### src/logic/tdt_defines.vh
/*
 * Constants for the 8-bit timer/counter: register indices, field positions,
 * reset values, mode codes and prescaler taps.
 * Assumes a byte address of four times the register index on the bus.
 */
`ifndef TDT_DEFINES_VH
`define TDT_DEFINES_VH

// Register indices (byte address = 4 * index)
`define TDT_IDX_CTLA 8'hB0
`define TDT_IDX_CTLB 8'hB1
`define TDT_IDX_CNT 8'hB2
`define TDT_IDX_OCRA 8'hB3
`define TDT_IDX_OCRB 8'hB4
`define TDT_IDX_ASYNC_CLOCK_STATUS 8'hB6
`define TDT_IDX_GTC 8'hB8
`define TDT_IDX_FLAG 8'hB9
`define TDT_IDX_PINSEL 8'hBA

`define TDT_REG_RESET 8'h00
`define TDT_TOP_FIXED 8'hFF

// Field positions
`define TDT_CTLB_FOCA 7
`define TDT_CTLB_FOCB 6
`define TDT_CTLB_WGM2 3
`define TDT_ASYNC_CLOCK_STATUS_ALT 7
`define TDT_ASYNC_CLOCK_STATUS_EXTERNAL_CLOCK_INPUT_ENABLE 6
`define TDT_ASYNC_CLOCK_STATUS_AS 5
`define TDT_GTC_TSM 7
`define TDT_GTC_ASYNC_PRESCALER_RESET 1
`define TDT_GTC_SYNC_PRESCALER_RESET 0

// Update-busy bit positions, also the temporary storage slots
`define TDT_UB_CNT 4
`define TDT_UB_OCRA 3
`define TDT_UB_OCRB 2
`define TDT_UB_CTLA 1
`define TDT_UB_CTLB 0

// Waveform modes
`define TDT_WGM_NORMAL 3'h0
`define TDT_WGM_PC_FF 3'h1
`define TDT_WGM_CTC 3'h2
`define TDT_WGM_FAST_FF 3'h3
`define TDT_WGM_PC_OCRA 3'h5
`define TDT_WGM_FAST_OCRA 3'h7

// Channel output modes
`define TDT_COM_OFF 2'h0
`define TDT_COM_TOGGLE 2'h1
`define TDT_COM_CLEAR 2'h2
`define TDT_COM_SET 2'h3

// Clock select codes and prescaler masks
`define TDT_CS_STOP 3'h0
`define TDT_CS_DIV1 3'h1
`define TDT_CS_DIV8 3'h2
`define TDT_CS_DIV32 3'h3
`define TDT_CS_DIV64 3'h4
`define TDT_CS_DIV128 3'h5
`define TDT_CS_DIV256 3'h6
`define TDT_MASK_8 10'h007
`define TDT_MASK_32 10'h01F
`define TDT_MASK_64 10'h03F
`define TDT_MASK_128 10'h07F
`define TDT_MASK_256 10'h0FF
`define TDT_MASK_1024 10'h3FF

// Bus responses
`define TDT_RESP_OKAY 2'h0
`define TDT_RESP_SLVERR 2'h2

`endif

### src/logic/tdt_prescaler.v
/*
 * Prescaler for the timer: divides the source tick by the clock select.
 * Assumes i_src_tick is a one-cycle enable on i_clk_sys.
 */
`include "tdt_defines.vh"

module tdt_prescaler (
	input wire i_clk_sys,
	input wire i_nrst,
	input wire i_src_tick,
	input wire i_hold,
	input wire [2:0] i_sel,
	output wire o_tick
);

reg [9:0] div_reg;

function [9:0] tap_mask;
	input [2:0] sel;
	begin
		case (sel)
			`TDT_CS_DIV8: tap_mask = `TDT_MASK_8;
			`TDT_CS_DIV32: tap_mask = `TDT_MASK_32;
			`TDT_CS_DIV64: tap_mask = `TDT_MASK_64;
			`TDT_CS_DIV128: tap_mask = `TDT_MASK_128;
			`TDT_CS_DIV256: tap_mask = `TDT_MASK_256;
			default: tap_mask = `TDT_MASK_1024;
		endcase
	end
endfunction

////////////////////////////////////////////////////////////////////////////////
// Free-running divider; held at zero while the prescaler reset is asserted
always @(posedge i_clk_sys or negedge i_nrst) begin
	if (!i_nrst) begin
		div_reg <= 10'h000;
	end else if (i_hold) begin
		div_reg <= 10'h000;
	end else if (i_src_tick) begin
		div_reg <= div_reg + 10'h001;
	end
end

// Stopped, undivided, or tap at the all-ones point of the mask
assign o_tick = ~i_hold & i_src_tick & (i_sel != `TDT_CS_STOP) &
	((i_sel == `TDT_CS_DIV1) | ((div_reg & tap_mask(i_sel)) == tap_mask(i_sel)));

endmodule

### src/logic/tdt_timer.v
/*
 * 8-bit timer/counter with two compare channels, waveform modes, clock
 * source selection, prescaler reset control and an AXI4-Lite register port.
 * Assumes external clock pins are slow against i_clk_sys (below half rate);
 * they are synchronised and edge-detected, so the block keeps one clock.
 */
// The AXI4-Lite register port was decided locally.
`include "tdt_defines.vh"

// Operation
// - Mode 0 normal, 1/5 phase-correct PWM, 2 clear-on-match, 3/7 fast PWM.
// - Force-compare in non-PWM modes applies a channel's output action at once.
// - Forced compare sets no flag, never clears counter, reads back zero.
// - Clock select stops, passes, or divides source by 8..1024.
// - Count pin edges clock the counter even if the pin drives out.
// - Counter is read/write; a write blocks the next compare match.
// - Both compare values match the counter continuously for flag and output.
// - Async select clear runs on system clock, set runs from oscillator pin.
// - Changing async select may corrupt timer registers; software rewrites them.
// - External clock bit takes a driven clock; crystal runs only when clear.
// - Alternate-clock enable with async select clocks from the alternate pin.
// - Async writes set per-register busy flags, cleared once transferred.
// - Hold mode keeps prescaler resets asserted; clearing it releases both.
// - Async prescaler reset clears at once, or on the next source tick when async.
// - Non-PWM output modes: off, toggle, clear, set on match.
// - Flags set on events, cleared by acknowledge or writing one.
module tdt_timer #(
	parameter AW = 10
) (
	input wire i_clk_sys,
	input wire i_nrst,
	input wire [AW-1:0] i_s_axi_awaddr,
	input wire i_s_axi_awvalid,
	output reg o_s_axi_awready,
	input wire [31:0] i_s_axi_wdata,
	input wire [3:0] i_s_axi_wstrb,
	input wire i_s_axi_wvalid,
	output reg o_s_axi_wready,
	output reg [1:0] o_s_axi_bresp,
	output reg o_s_axi_bvalid,
	input wire i_s_axi_bready,
	input wire [AW-1:0] i_s_axi_araddr,
	input wire i_s_axi_arvalid,
	output reg o_s_axi_arready,
	output reg [31:0] o_s_axi_rdata,
	output reg [1:0] o_s_axi_rresp,
	output reg o_s_axi_rvalid,
	input wire i_s_axi_rready,
	input wire i_osc_pin,
	input wire i_alt_clk_pin,
	input wire i_count_pin,
	input wire [2:0] i_flag_ack,
	output reg o_wave_a,
	output reg o_wave_a_oe,
	output reg o_wave_b,
	output reg o_wave_b_oe,
	output reg o_crystal_en,
	output reg o_sync_prescaler_reset
);

reg aw_full_reg;
reg w_full_reg;
reg [7:0] awidx_reg;
reg [7:0] wdata_reg;
reg wstrb0_reg;
reg [7:0] ctla_reg;
reg [5:0] ctlb_reg;
reg [7:0] cnt_reg;
reg [7:0] ocra_reg;
reg [7:0] ocrb_reg;
reg [7:5] clkctl_reg;
reg [4:0] busy_reg;
reg [7:0] tmp_reg [0:4];
reg tsm_reg;
reg psra_reg;
reg [2:0] flag_reg;
reg pinsel_reg;
reg block_reg;
reg up_reg;
reg [2:0] osc_sync_reg;
reg [2:0] alt_sync_reg;
reg [2:0] pin_sync_reg;
reg [7:0] cnt_next;
reg up_next;
reg tov;
reg bot;
reg [7:0] rd_val;
integer k;

// Address decode shared by read and write
function addr_ok;
	input [7:0] idx;
	begin
		case (idx)
			`TDT_IDX_CTLA, `TDT_IDX_CTLB, `TDT_IDX_CNT, `TDT_IDX_OCRA, `TDT_IDX_OCRB,
			`TDT_IDX_ASYNC_CLOCK_STATUS, `TDT_IDX_GTC, `TDT_IDX_FLAG, `TDT_IDX_PINSEL: addr_ok = 1'b1;
			default: addr_ok = 1'b0;
		endcase
	end
endfunction

// New level of a channel output after a match or a bottom event
function wave_fn;
	input cur;
	input [1:0] com;
	input mt;
	input bt;
	input up;
	input [2:0] wgm;
	input is_a;
	begin
		wave_fn = cur;
		if (!wgm[0]) begin
			if (mt) begin
				case (com)
					`TDT_COM_TOGGLE: wave_fn = ~cur;
					`TDT_COM_CLEAR: wave_fn = 1'b0;
					`TDT_COM_SET: wave_fn = 1'b1;
					default: wave_fn = cur;
				endcase
			end
		end else if (com == `TDT_COM_TOGGLE) begin
			if (is_a && wgm[2] && mt) begin
				wave_fn = ~cur;
			end
		end else if (com != `TDT_COM_OFF) begin
			// Fast PWM: match and bottom; phase-correct: up and down matches
			if (mt) begin
				wave_fn = (wgm[1] | ~up) ^ (com == `TDT_COM_CLEAR);
			end else if (bt) begin
				wave_fn = (com == `TDT_COM_CLEAR);
			end
		end
	end
endfunction

////////////////////////////////////////////////////////////////////////////////
// Bus write side

wire wr_do = aw_full_reg & w_full_reg & ~o_s_axi_bvalid;
wire wr_en = wr_do & wstrb0_reg & addr_ok(awidx_reg);
wire wr_ctla = wr_en & (awidx_reg == `TDT_IDX_CTLA);
wire wr_ctlb = wr_en & (awidx_reg == `TDT_IDX_CTLB);
wire wr_cnt = wr_en & (awidx_reg == `TDT_IDX_CNT);
wire wr_ocra = wr_en & (awidx_reg == `TDT_IDX_OCRA);
wire wr_ocrb = wr_en & (awidx_reg == `TDT_IDX_OCRB);
wire wr_async_clock_status = wr_en & (awidx_reg == `TDT_IDX_ASYNC_CLOCK_STATUS);
wire wr_gtc = wr_en & (awidx_reg == `TDT_IDX_GTC);
wire wr_flag = wr_en & (awidx_reg == `TDT_IDX_FLAG);
wire wr_pinsel = wr_en & (awidx_reg == `TDT_IDX_PINSEL);
wire [4:0] wr_q = {wr_cnt, wr_ocra, wr_ocrb, wr_ctla, wr_ctlb};

// Address and data are latched independently; the write fires once both are in
always @(posedge i_clk_sys or negedge i_nrst) begin
	if (!i_nrst) begin
		aw_full_reg <= 1'b0;
		w_full_reg <= 1'b0;
		o_s_axi_awready <= 1'b1;
		o_s_axi_wready <= 1'b1;
		awidx_reg <= 8'h00;
		wdata_reg <= 8'h00;
		wstrb0_reg <= 1'b0;
		o_s_axi_bvalid <= 1'b0;
		o_s_axi_bresp <= `TDT_RESP_OKAY;
	end else begin
		if (i_s_axi_awvalid && o_s_axi_awready) begin
			aw_full_reg <= 1'b1;
			o_s_axi_awready <= 1'b0;
			awidx_reg <= i_s_axi_awaddr[9:2];
		end
		if (i_s_axi_wvalid && o_s_axi_wready) begin
			w_full_reg <= 1'b1;
			o_s_axi_wready <= 1'b0;
			wdata_reg <= i_s_axi_wdata[7:0];
			wstrb0_reg <= i_s_axi_wstrb[0];
		end
		if (wr_do) begin
			o_s_axi_bvalid <= 1'b1;
			o_s_axi_bresp <= addr_ok(awidx_reg) ? `TDT_RESP_OKAY : `TDT_RESP_SLVERR;
		end
		// Channels reopen only after the response is taken: one write at a time
		if (o_s_axi_bvalid && i_s_axi_bready) begin
			o_s_axi_bvalid <= 1'b0;
			aw_full_reg <= 1'b0;
			w_full_reg <= 1'b0;
			o_s_axi_awready <= 1'b1;
			o_s_axi_wready <= 1'b1;
		end
	end
end

////////////////////////////////////////////////////////////////////////////////
// Clock source selection

// Pins pass two flops before the edge detector looks at them
always @(posedge i_clk_sys or negedge i_nrst) begin
	if (!i_nrst) begin
		osc_sync_reg <= 3'h0;
		alt_sync_reg <= 3'h0;
		pin_sync_reg <= 3'h0;
	end else begin
		osc_sync_reg <= {osc_sync_reg[1:0], i_osc_pin};
		alt_sync_reg <= {alt_sync_reg[1:0], i_alt_clk_pin};
		pin_sync_reg <= {pin_sync_reg[1:0], i_count_pin};
	end
end

wire as_mode = clkctl_reg[`TDT_ASYNC_CLOCK_STATUS_AS];
wire osc_rise = osc_sync_reg[1] & ~osc_sync_reg[2];
wire alt_rise = alt_sync_reg[1] & ~alt_sync_reg[2];
wire pin_rise = pin_sync_reg[1] & ~pin_sync_reg[2];

// Pin input is read even when the pad drives out, so software can count
wire src_tick = pinsel_reg ? pin_rise :
	as_mode ? (clkctl_reg[`TDT_ASYNC_CLOCK_STATUS_ALT] ? alt_rise : osc_rise) :
	1'b1;

wire tick;

tdt_prescaler u_presc (
	.i_clk_sys(i_clk_sys),
	.i_nrst(i_nrst),
	.i_src_tick(src_tick),
	.i_hold(psra_reg),
	.i_sel(ctlb_reg[2:0]),
	.o_tick(tick)
);

////////////////////////////////////////////////////////////////////////////////
// Async transfer: writes park in temporary storage until a source tick

wire [4:0] commit = as_mode ? (busy_reg & {5{src_tick}}) : wr_q;
wire [7:0] v_cnt = as_mode ? tmp_reg[`TDT_UB_CNT] : wdata_reg;
wire [7:0] v_ocra = as_mode ? tmp_reg[`TDT_UB_OCRA] : wdata_reg;
wire [7:0] v_ocrb = as_mode ? tmp_reg[`TDT_UB_OCRB] : wdata_reg;
wire [7:0] v_ctla = as_mode ? tmp_reg[`TDT_UB_CTLA] : wdata_reg;
wire [7:0] v_ctlb = as_mode ? tmp_reg[`TDT_UB_CTLB] : wdata_reg;

////////////////////////////////////////////////////////////////////////////////
// Counting sequence

wire [2:0] wgm = {ctlb_reg[`TDT_CTLB_WGM2], ctla_reg[1:0]};
wire phase = (wgm == `TDT_WGM_PC_FF) | (wgm == `TDT_WGM_PC_OCRA);
wire ocra_top = (wgm == `TDT_WGM_CTC) | (wgm == `TDT_WGM_PC_OCRA) | (wgm == `TDT_WGM_FAST_OCRA);
wire [7:0] top = ocra_top ? ocra_reg : `TDT_TOP_FIXED;
wire at_top = (cnt_reg == top);
wire mt_a = tick & ~block_reg & (cnt_reg == ocra_reg);
wire mt_b = tick & ~block_reg & (cnt_reg == ocrb_reg);
// Forces act in non-PWM modes only (all PWM codes are odd)
wire frc_a = commit[`TDT_UB_CTLB] & v_ctlb[`TDT_CTLB_FOCA] & ~wgm[0];
wire frc_b = commit[`TDT_UB_CTLB] & v_ctlb[`TDT_CTLB_FOCB] & ~wgm[0];

always @* begin
	cnt_next = cnt_reg;
	up_next = up_reg;
	tov = 1'b0;
	bot = 1'b0;
	if (commit[`TDT_UB_CNT]) begin
		cnt_next = v_cnt;
	end else if (tick && phase) begin
		if (up_reg && at_top) begin
			up_next = 1'b0;
			cnt_next = cnt_reg - 8'h01;
		end else if (!up_reg && cnt_reg == 8'h00) begin
			up_next = 1'b1;
			cnt_next = 8'h01;
			tov = 1'b1; // Direction change at bottom
		end else begin
			cnt_next = up_reg ? cnt_reg + 8'h01 : cnt_reg - 8'h01;
		end
	end else if (tick) begin
		// Forced compares never reach this clear
		cnt_next = at_top ? 8'h00 : cnt_reg + 8'h01;
		tov = wgm[0] ? at_top : (cnt_reg == `TDT_TOP_FIXED);
		bot = at_top;
	end
end

////////////////////////////////////////////////////////////////////////////////
// Timer state, control and flags

always @(posedge i_clk_sys or negedge i_nrst) begin
	if (!i_nrst) begin
		ctla_reg <= `TDT_REG_RESET;
		ctlb_reg <= 6'h00;
		cnt_reg <= `TDT_REG_RESET;
		ocra_reg <= `TDT_REG_RESET;
		ocrb_reg <= `TDT_REG_RESET;
		clkctl_reg <= 3'h0;
		busy_reg <= 5'h00;
		for (k = 0; k < 5; k = k + 1) begin
			tmp_reg[k] <= `TDT_REG_RESET;
		end
		tsm_reg <= 1'b0;
		psra_reg <= 1'b0;
		o_sync_prescaler_reset <= 1'b0;
		flag_reg <= 3'h0;
		pinsel_reg <= 1'b0;
		block_reg <= 1'b0;
		up_reg <= 1'b1;
		o_wave_a <= 1'b0;
		o_wave_b <= 1'b0;
		o_wave_a_oe <= 1'b0;
		o_wave_b_oe <= 1'b0;
		o_crystal_en <= 1'b0;
	end else begin
		for (k = 0; k < 5; k = k + 1) begin
			if (wr_q[k]) begin
				tmp_reg[k] <= wdata_reg;
			end
		end
		// A write in the transfer cycle keeps its flag set
		busy_reg <= as_mode ? (wr_q | (busy_reg & ~{5{src_tick}})) : 5'h00;
		if (commit[`TDT_UB_CTLA]) ctla_reg <= v_ctla;
		if (commit[`TDT_UB_CTLB]) ctlb_reg <= v_ctlb[5:0]; // Force bits not stored
		if (commit[`TDT_UB_OCRA]) ocra_reg <= v_ocra;
		if (commit[`TDT_UB_OCRB]) ocrb_reg <= v_ocrb;
		cnt_reg <= cnt_next;
		up_reg <= up_next;
		// Block lasts until the next timer clock after a counter write
		block_reg <= commit[`TDT_UB_CNT] | (block_reg & ~tick);
		// Contents are not repaired on a source change; software rewrites
		if (wr_async_clock_status) clkctl_reg <= wdata_reg[7:5];
		o_crystal_en <= clkctl_reg[`TDT_ASYNC_CLOCK_STATUS_AS] & ~clkctl_reg[`TDT_ASYNC_CLOCK_STATUS_EXTERNAL_CLOCK_INPUT_ENABLE] &
			~clkctl_reg[`TDT_ASYNC_CLOCK_STATUS_ALT];
		if (wr_pinsel) pinsel_reg <= wdata_reg[0];
		// Hold mode: written resets stay; clearing hold drops both
		if (wr_gtc) begin
			tsm_reg <= wdata_reg[`TDT_GTC_TSM];
			psra_reg <= (tsm_reg & ~wdata_reg[`TDT_GTC_TSM]) ? 1'b0 : wdata_reg[`TDT_GTC_ASYNC_PRESCALER_RESET];
			o_sync_prescaler_reset <= (tsm_reg & ~wdata_reg[`TDT_GTC_TSM]) ? 1'b0 :
				wdata_reg[`TDT_GTC_SYNC_PRESCALER_RESET];
		end else if (!tsm_reg) begin
			// Async: the reset completes on the next source tick
			if (!as_mode || src_tick) psra_reg <= 1'b0;
			o_sync_prescaler_reset <= 1'b0;
		end
		// Set wins over a same-cycle clear; forced compares set nothing
		flag_reg <= (flag_reg & ~(i_flag_ack | ({3{wr_flag}} & wdata_reg[2:0]))) |
			{mt_b, mt_a, tov};
		o_wave_a <= wave_fn(o_wave_a, ctla_reg[7:6], mt_a | frc_a, bot & tick,
			up_reg, wgm, 1'b1);
		o_wave_b <= wave_fn(o_wave_b, ctla_reg[5:4], mt_b | frc_b, bot & tick,
			up_reg, wgm, 1'b0);
		o_wave_a_oe <= (ctla_reg[7:6] != `TDT_COM_OFF);
		o_wave_b_oe <= (ctla_reg[5:4] != `TDT_COM_OFF);
	end
end

////////////////////////////////////////////////////////////////////////////////
// Bus read side: data captured at the address handshake

always @* begin
	case (i_s_axi_araddr[9:2])
		`TDT_IDX_CTLA: rd_val = ctla_reg;
		`TDT_IDX_CTLB: rd_val = {2'b00, ctlb_reg}; // Force bits read zero
		`TDT_IDX_CNT: rd_val = cnt_reg;
		`TDT_IDX_OCRA: rd_val = ocra_reg;
		`TDT_IDX_OCRB: rd_val = ocrb_reg;
		`TDT_IDX_ASYNC_CLOCK_STATUS: rd_val = {clkctl_reg, busy_reg};
		`TDT_IDX_GTC: rd_val = {tsm_reg, 5'h00, psra_reg, o_sync_prescaler_reset};
		`TDT_IDX_FLAG: rd_val = {5'h00, flag_reg};
		`TDT_IDX_PINSEL: rd_val = {7'h00, pinsel_reg};
		default: rd_val = 8'h00;
	endcase
end

always @(posedge i_clk_sys or negedge i_nrst) begin
	if (!i_nrst) begin
		o_s_axi_arready <= 1'b1;
		o_s_axi_rvalid <= 1'b0;
		o_s_axi_rdata <= 32'h00000000;
		o_s_axi_rresp <= `TDT_RESP_OKAY;
	end else if (i_s_axi_arvalid && o_s_axi_arready) begin
		o_s_axi_arready <= 1'b0;
		o_s_axi_rvalid <= 1'b1;
		o_s_axi_rdata <= {24'h000000, rd_val};
		o_s_axi_rresp <= addr_ok(i_s_axi_araddr[9:2]) ? `TDT_RESP_OKAY : `TDT_RESP_SLVERR;
	end else if (o_s_axi_rvalid && i_s_axi_rready) begin
		o_s_axi_rvalid <= 1'b0;
		o_s_axi_arready <= 1'b1;
	end
end

endmodule

### config.mk
export PLATFORM = sky130hd
export DESIGN_NAME = tdt_timer
export DESIGN_NICKNAME = d
export VERILOG_FILES = /design/src/logic/tdt_prescaler.v /design/src/logic/tdt_timer.v
export VERILOG_INCLUDE_DIRS = /design/src /design/src/logic
export SDC_FILE = /design/constraint.sdc
export NUM_CORES = 1
export LEC_CHECK = 0
export ABC_AREA = 1
export BUFFER_PORTS_ARGS = -buffer_cell sky130_fd_sc_hd__buf_2
export CAP_MARGIN = 40
export CORE_MARGIN = 5
export CORE_UTILIZATION = 46
export DETAILED_ROUTE_END_ITERATION = 10
export GPL_TIMING_DRIVEN = 0
export PLACE_DENSITY = 0.69
export SLEW_MARGIN = 20
export SYNTH_ARGS = -nofsm -noshare
export SYNTH_HDL_FRONTEND = slang
export SYNTH_HIERARCHICAL = 1
export SYNTH_SLANG_ARGS = --single-unit
### constraint.sdc
create_clock -name i_clk_sys -period 2.5 [get_ports i_clk_sys]
set_input_delay 0.625 -clock i_clk_sys [delete_from_list [all_inputs] [get_ports i_clk_sys]]
set_output_delay 0.625 -clock i_clk_sys [all_outputs]
set_load 0.02 [all_outputs]
==> metrics.md <==
| Metric | Value |
|---|---|
| Outcome | `finished, violations left` |
| Failing checks | `negative setup slack` |
| Psw | `2.64 mW` |
| Worst path required time | `2.83 ns` |
| Async SR Flop Fraction | `1.00` |
| Die area | `20600 um2` |
| Final hold vios | `0` |
| Clk pin slew, worst setup/hold paths | `0.07 ns` |
| Final GP Congestion | `0.950` |
| Total chip power | `7.34 mW` |
| Synthesized area | `8210 um2` |
| Tot GR Track Use | `0.229` |
| Die span in y | `144 um` |
| Int Pwr | `4.70 mW` |
| Synth Warn # | `6` |
| Sink Count | `153` |
| R2R setup slack | `-0.08 ns` |
| Share of cells above drive strength 1 | `0.211` |
| Max Cap Viol | `0` |
| Final Max Tran Viols | `0` |
| Core Area | `17400 um2` |
| # nets final | `1265` |
| Port Buffers | `58` |
| Max_slew headroom | `0.583` |
| RSZ-0062 raised after global routing | `true` |
| Final min period | `2.58 ns` |
| Switching share of power | `0.360` |
| Global-route wire length before repair | `36.8 mm` |
| Clock network fraction of total power | `0.353` |
| Fraction of power consumed by sequential logic | `0.401` |
| Maximum clock frequency | `0.388 GHz` |
| Max FFs per register | `40` |
| R2R cell count | `19` |
| Ys flop type | `dfrtp_1` |
| VDD IR max | `526 uV` |
| Final ANT Viol Nets | `0` |
| Arrival @ worst endpoint | `2.90 ns` |
| Synth area leaders | `dfrtp_1 (45%), nand2_1 (14%), o21ai_0 (6.2%)` |
| Initial Util | `0.471` |
| Setup TNS | `-0.109 ns` |
| Syn avg cell area | `7.78 um2` |
| Critical path class | `reg2reg` |
| Final Worst Setup Slack | `-0.0759 ns` |
| Layout area overhead | `20.6%` |
| Post-synth top area cell | `dfrtp_1` |
| Filler Cell Count | `1608` |
| Final WL | `23.1 mm` |
| #FFs+latches synth | `153` |
| H-tree levels | `4` |
| GR Overflow Total | `0` |
| Startpoint types | `register` |
| CP max FO | `3` |
| Antenna diodes | `0` |
| Largest net degree at the start of global routing | `97` |
| Root Buffer | `clkbuf_16` |
| Routed length per instance | `16.2 um` |
| P per Cell Area | `742 nW/um2` |
| Multi-input logic area | `3850 um2` |
| Via Count | `7475` |
| Die W | `144 um` |
| Clock Skews | `0.0108 ns` |
| Hold crit path type | `in2async` |
| Post-synth top area share | `0.454` |
| DP HPWL | `16.6 mm` |
| Via density per instance | `5.24` |
| Crit path capture type | `register` |
| CTS tree | `built` |
| Number of global-route vias before repair | `7071` |
| Reg2reg end | `o_wave_a` |
| Final setup violation count | `2` |
| Row cnt | `48` |
| Initial antenna violation count | `0` |
| Detailed Route Iter0 Violations | `758` |
| Worst-Skew Late Latency | `0.44 ns` |
| Leakage | `4.82 nW` |
| Post-Synthesis Cells | `1055` |
| CTS Buf Count | `17` |
| Worst flop-to-flop path startpoint | `clkctl_reg[5]` |
| Post-synth EDFFs | `0` |
| Comb power frac | `0.245` |
| Sequential fraction of the synthesis area | `0.467` |
| Period utilisation layout | `1.03` |
| Area after DPL | `8920 um2` |
| # DRC | `0` |
| Final instance area | `9900 um2` |
| Synth cell types | `48` |
| First-pass DRT Iterations | `5` |
| Num ports | `116` |
| FF+latch area | `3830 um2` |
| Slew @ Worst Pin | `0.620 ns` |
| Max Buffers Root-to-Sink | `2` |
power by group through the flow:
| stage | registers, mW | logic [mW] | clock network [mW] |
|---|---|---|---|
| after floorplan | 2.99 | 1.16 | 0 |
| after global placement | 2.97 | 1.73 | 0 |
| after detailed placement | 2.98 | 1.75 | 0 |
| after CTS | 2.94 | 1.76 | 2.62 |
| after global routing | 2.97 | 2.02 | 2.73 |
| final | 2.95 | 1.80 | 2.59 |
worst max path at each step:
stage                       endpoint                from  depth (start not counted)  slack (ns)
after floorplan             o_wave_b       clkctl_reg[5]                         20        0.02
after global placement    cnt_reg[7]              i_nrst                          1       -1.48
after detailed placement    o_wave_b       clkctl_reg[5]                         20       -0.60
after CTS                   o_wave_a       clkctl_reg[7]                         20       -0.13
after global routing        o_wave_b  u_presc/div_reg[0]                         18       -0.14
final                       o_wave_a       clkctl_reg[5]                         19       -0.08
metrics by stage:
step	std cells	worst slack [ns]	hold slack (ns)	util
6_report	1427	-0.0759	0.0989	0.568
3_5_place_dp	1364	-0.598	0.336	0.512
2_1_floorplan	1080	0.0153	0.329	-
4_1_cts	1421	-0.132	0.118	0.559
3_3_place_gp	1363	-1.48	0.335	0.510
5_1_grt	1427	-0.142	0.125	0.568
area by class of cell:
type / instances / share of cell area
sequential: 153 / 0.387
multi-input combinational: 762 / 0.389
clock buffer: 18 / 0.0444
clock inverter: 14 / 0.0152
tap: 225 / 0.0284
inverter: 113 / 0.0442
timing repair buffer: 91 / 0.0581
buffer: 51 / 0.0336
cell usage in the layout (no fill, tap or decap), types with 5 or more instances in the layout:
cell	instances
nand2_1	301
dfrtp_1	148
o21ai_0	100
inv_1	91
nor2_1	85
buf_2	62
buf_4	60
a21oi_1	40
nand3_1	38
conb_1	26
nand2_2	18
a31oi_1	17
clkbuf_16	17
o22ai_1	16
inv_2	14
nor3_1	14
o21ai_1	14
clkbuf_1	12
xor2_1	12
nand3_2	7
nor2_2	7
nand4_1	7
ha_1	6
inv_6	6
nor3_2	5
a21oi_2	5
buf_6	5
logic make-up after synthesis:
| group | Yosys count | share of synthesized area |
|---|---|---|
| DFF | 153 | 0.467 |
| and+or+nand+nor | 503 | 0.267 |
| other | 1 | 0.000457 |
| xor gates and xnor gates | 12 | 0.0128 |
| buffers and inverters | 165 | 0.0939 |
| AOI/OAI and AO/OA | 214 | 0.148 |
| adders and majority gates | 7 | 0.0107 |
critical path, cell delays in order, from the launching register on:
cell,delay [ns]
dfrtp_2,0.42
inv_2,0.08
nor2_1,0.04
o211ai_1,0.11
nand2_2,0.11
inv_4,0.09
nand2_4,0.06
a21oi_4,0.14
o21ai_2,0.09
a21oi_4,0.20
buf_6,0.15
nand3_4,0.06
nor3_2,0.12
nand4_1,0.26
nand2_1,0.18
nand2_1,0.07
nand2_2,0.09
nand3_2,0.06
nor2_1,0.09
nor2_1,0.04
timing repair:
item                                    4_1_cts  5_1_grt
buffers inserted                             25       10
endpoints found under the setup margin       14        8
gates resized for setup                      15       26
hold buffers                                  0        0
pin swaps                                     8       18
cell usage after synthesis, types with 12 or more instances:
library cell	count
nand2_2	13
a31oi_1	17
dfrtp_1	149
o21ai_1	14
nor2_1	86
buf_4	30
clkbuf_1	12
nand2_1	307
a21oi_1	42
xor2_1	12
inv_1	95
o22ai_1	17
o21ai_0	101
inv_2	12
nor3_1	18
nand3_1	42
metal layers:
layer	part of all wire	GRT usage	wire length (um)	up-vias
met1	0.43	0.317	9890	3404
li1	-	-	-	3648
met3	0.082	0.0469	1900	77
met5	0	0	0	-
met2	0.45	0.352	10300	346
met4	0.041	0.0956	949	0
Note: power is estimated with default switching activity, not from simulation.
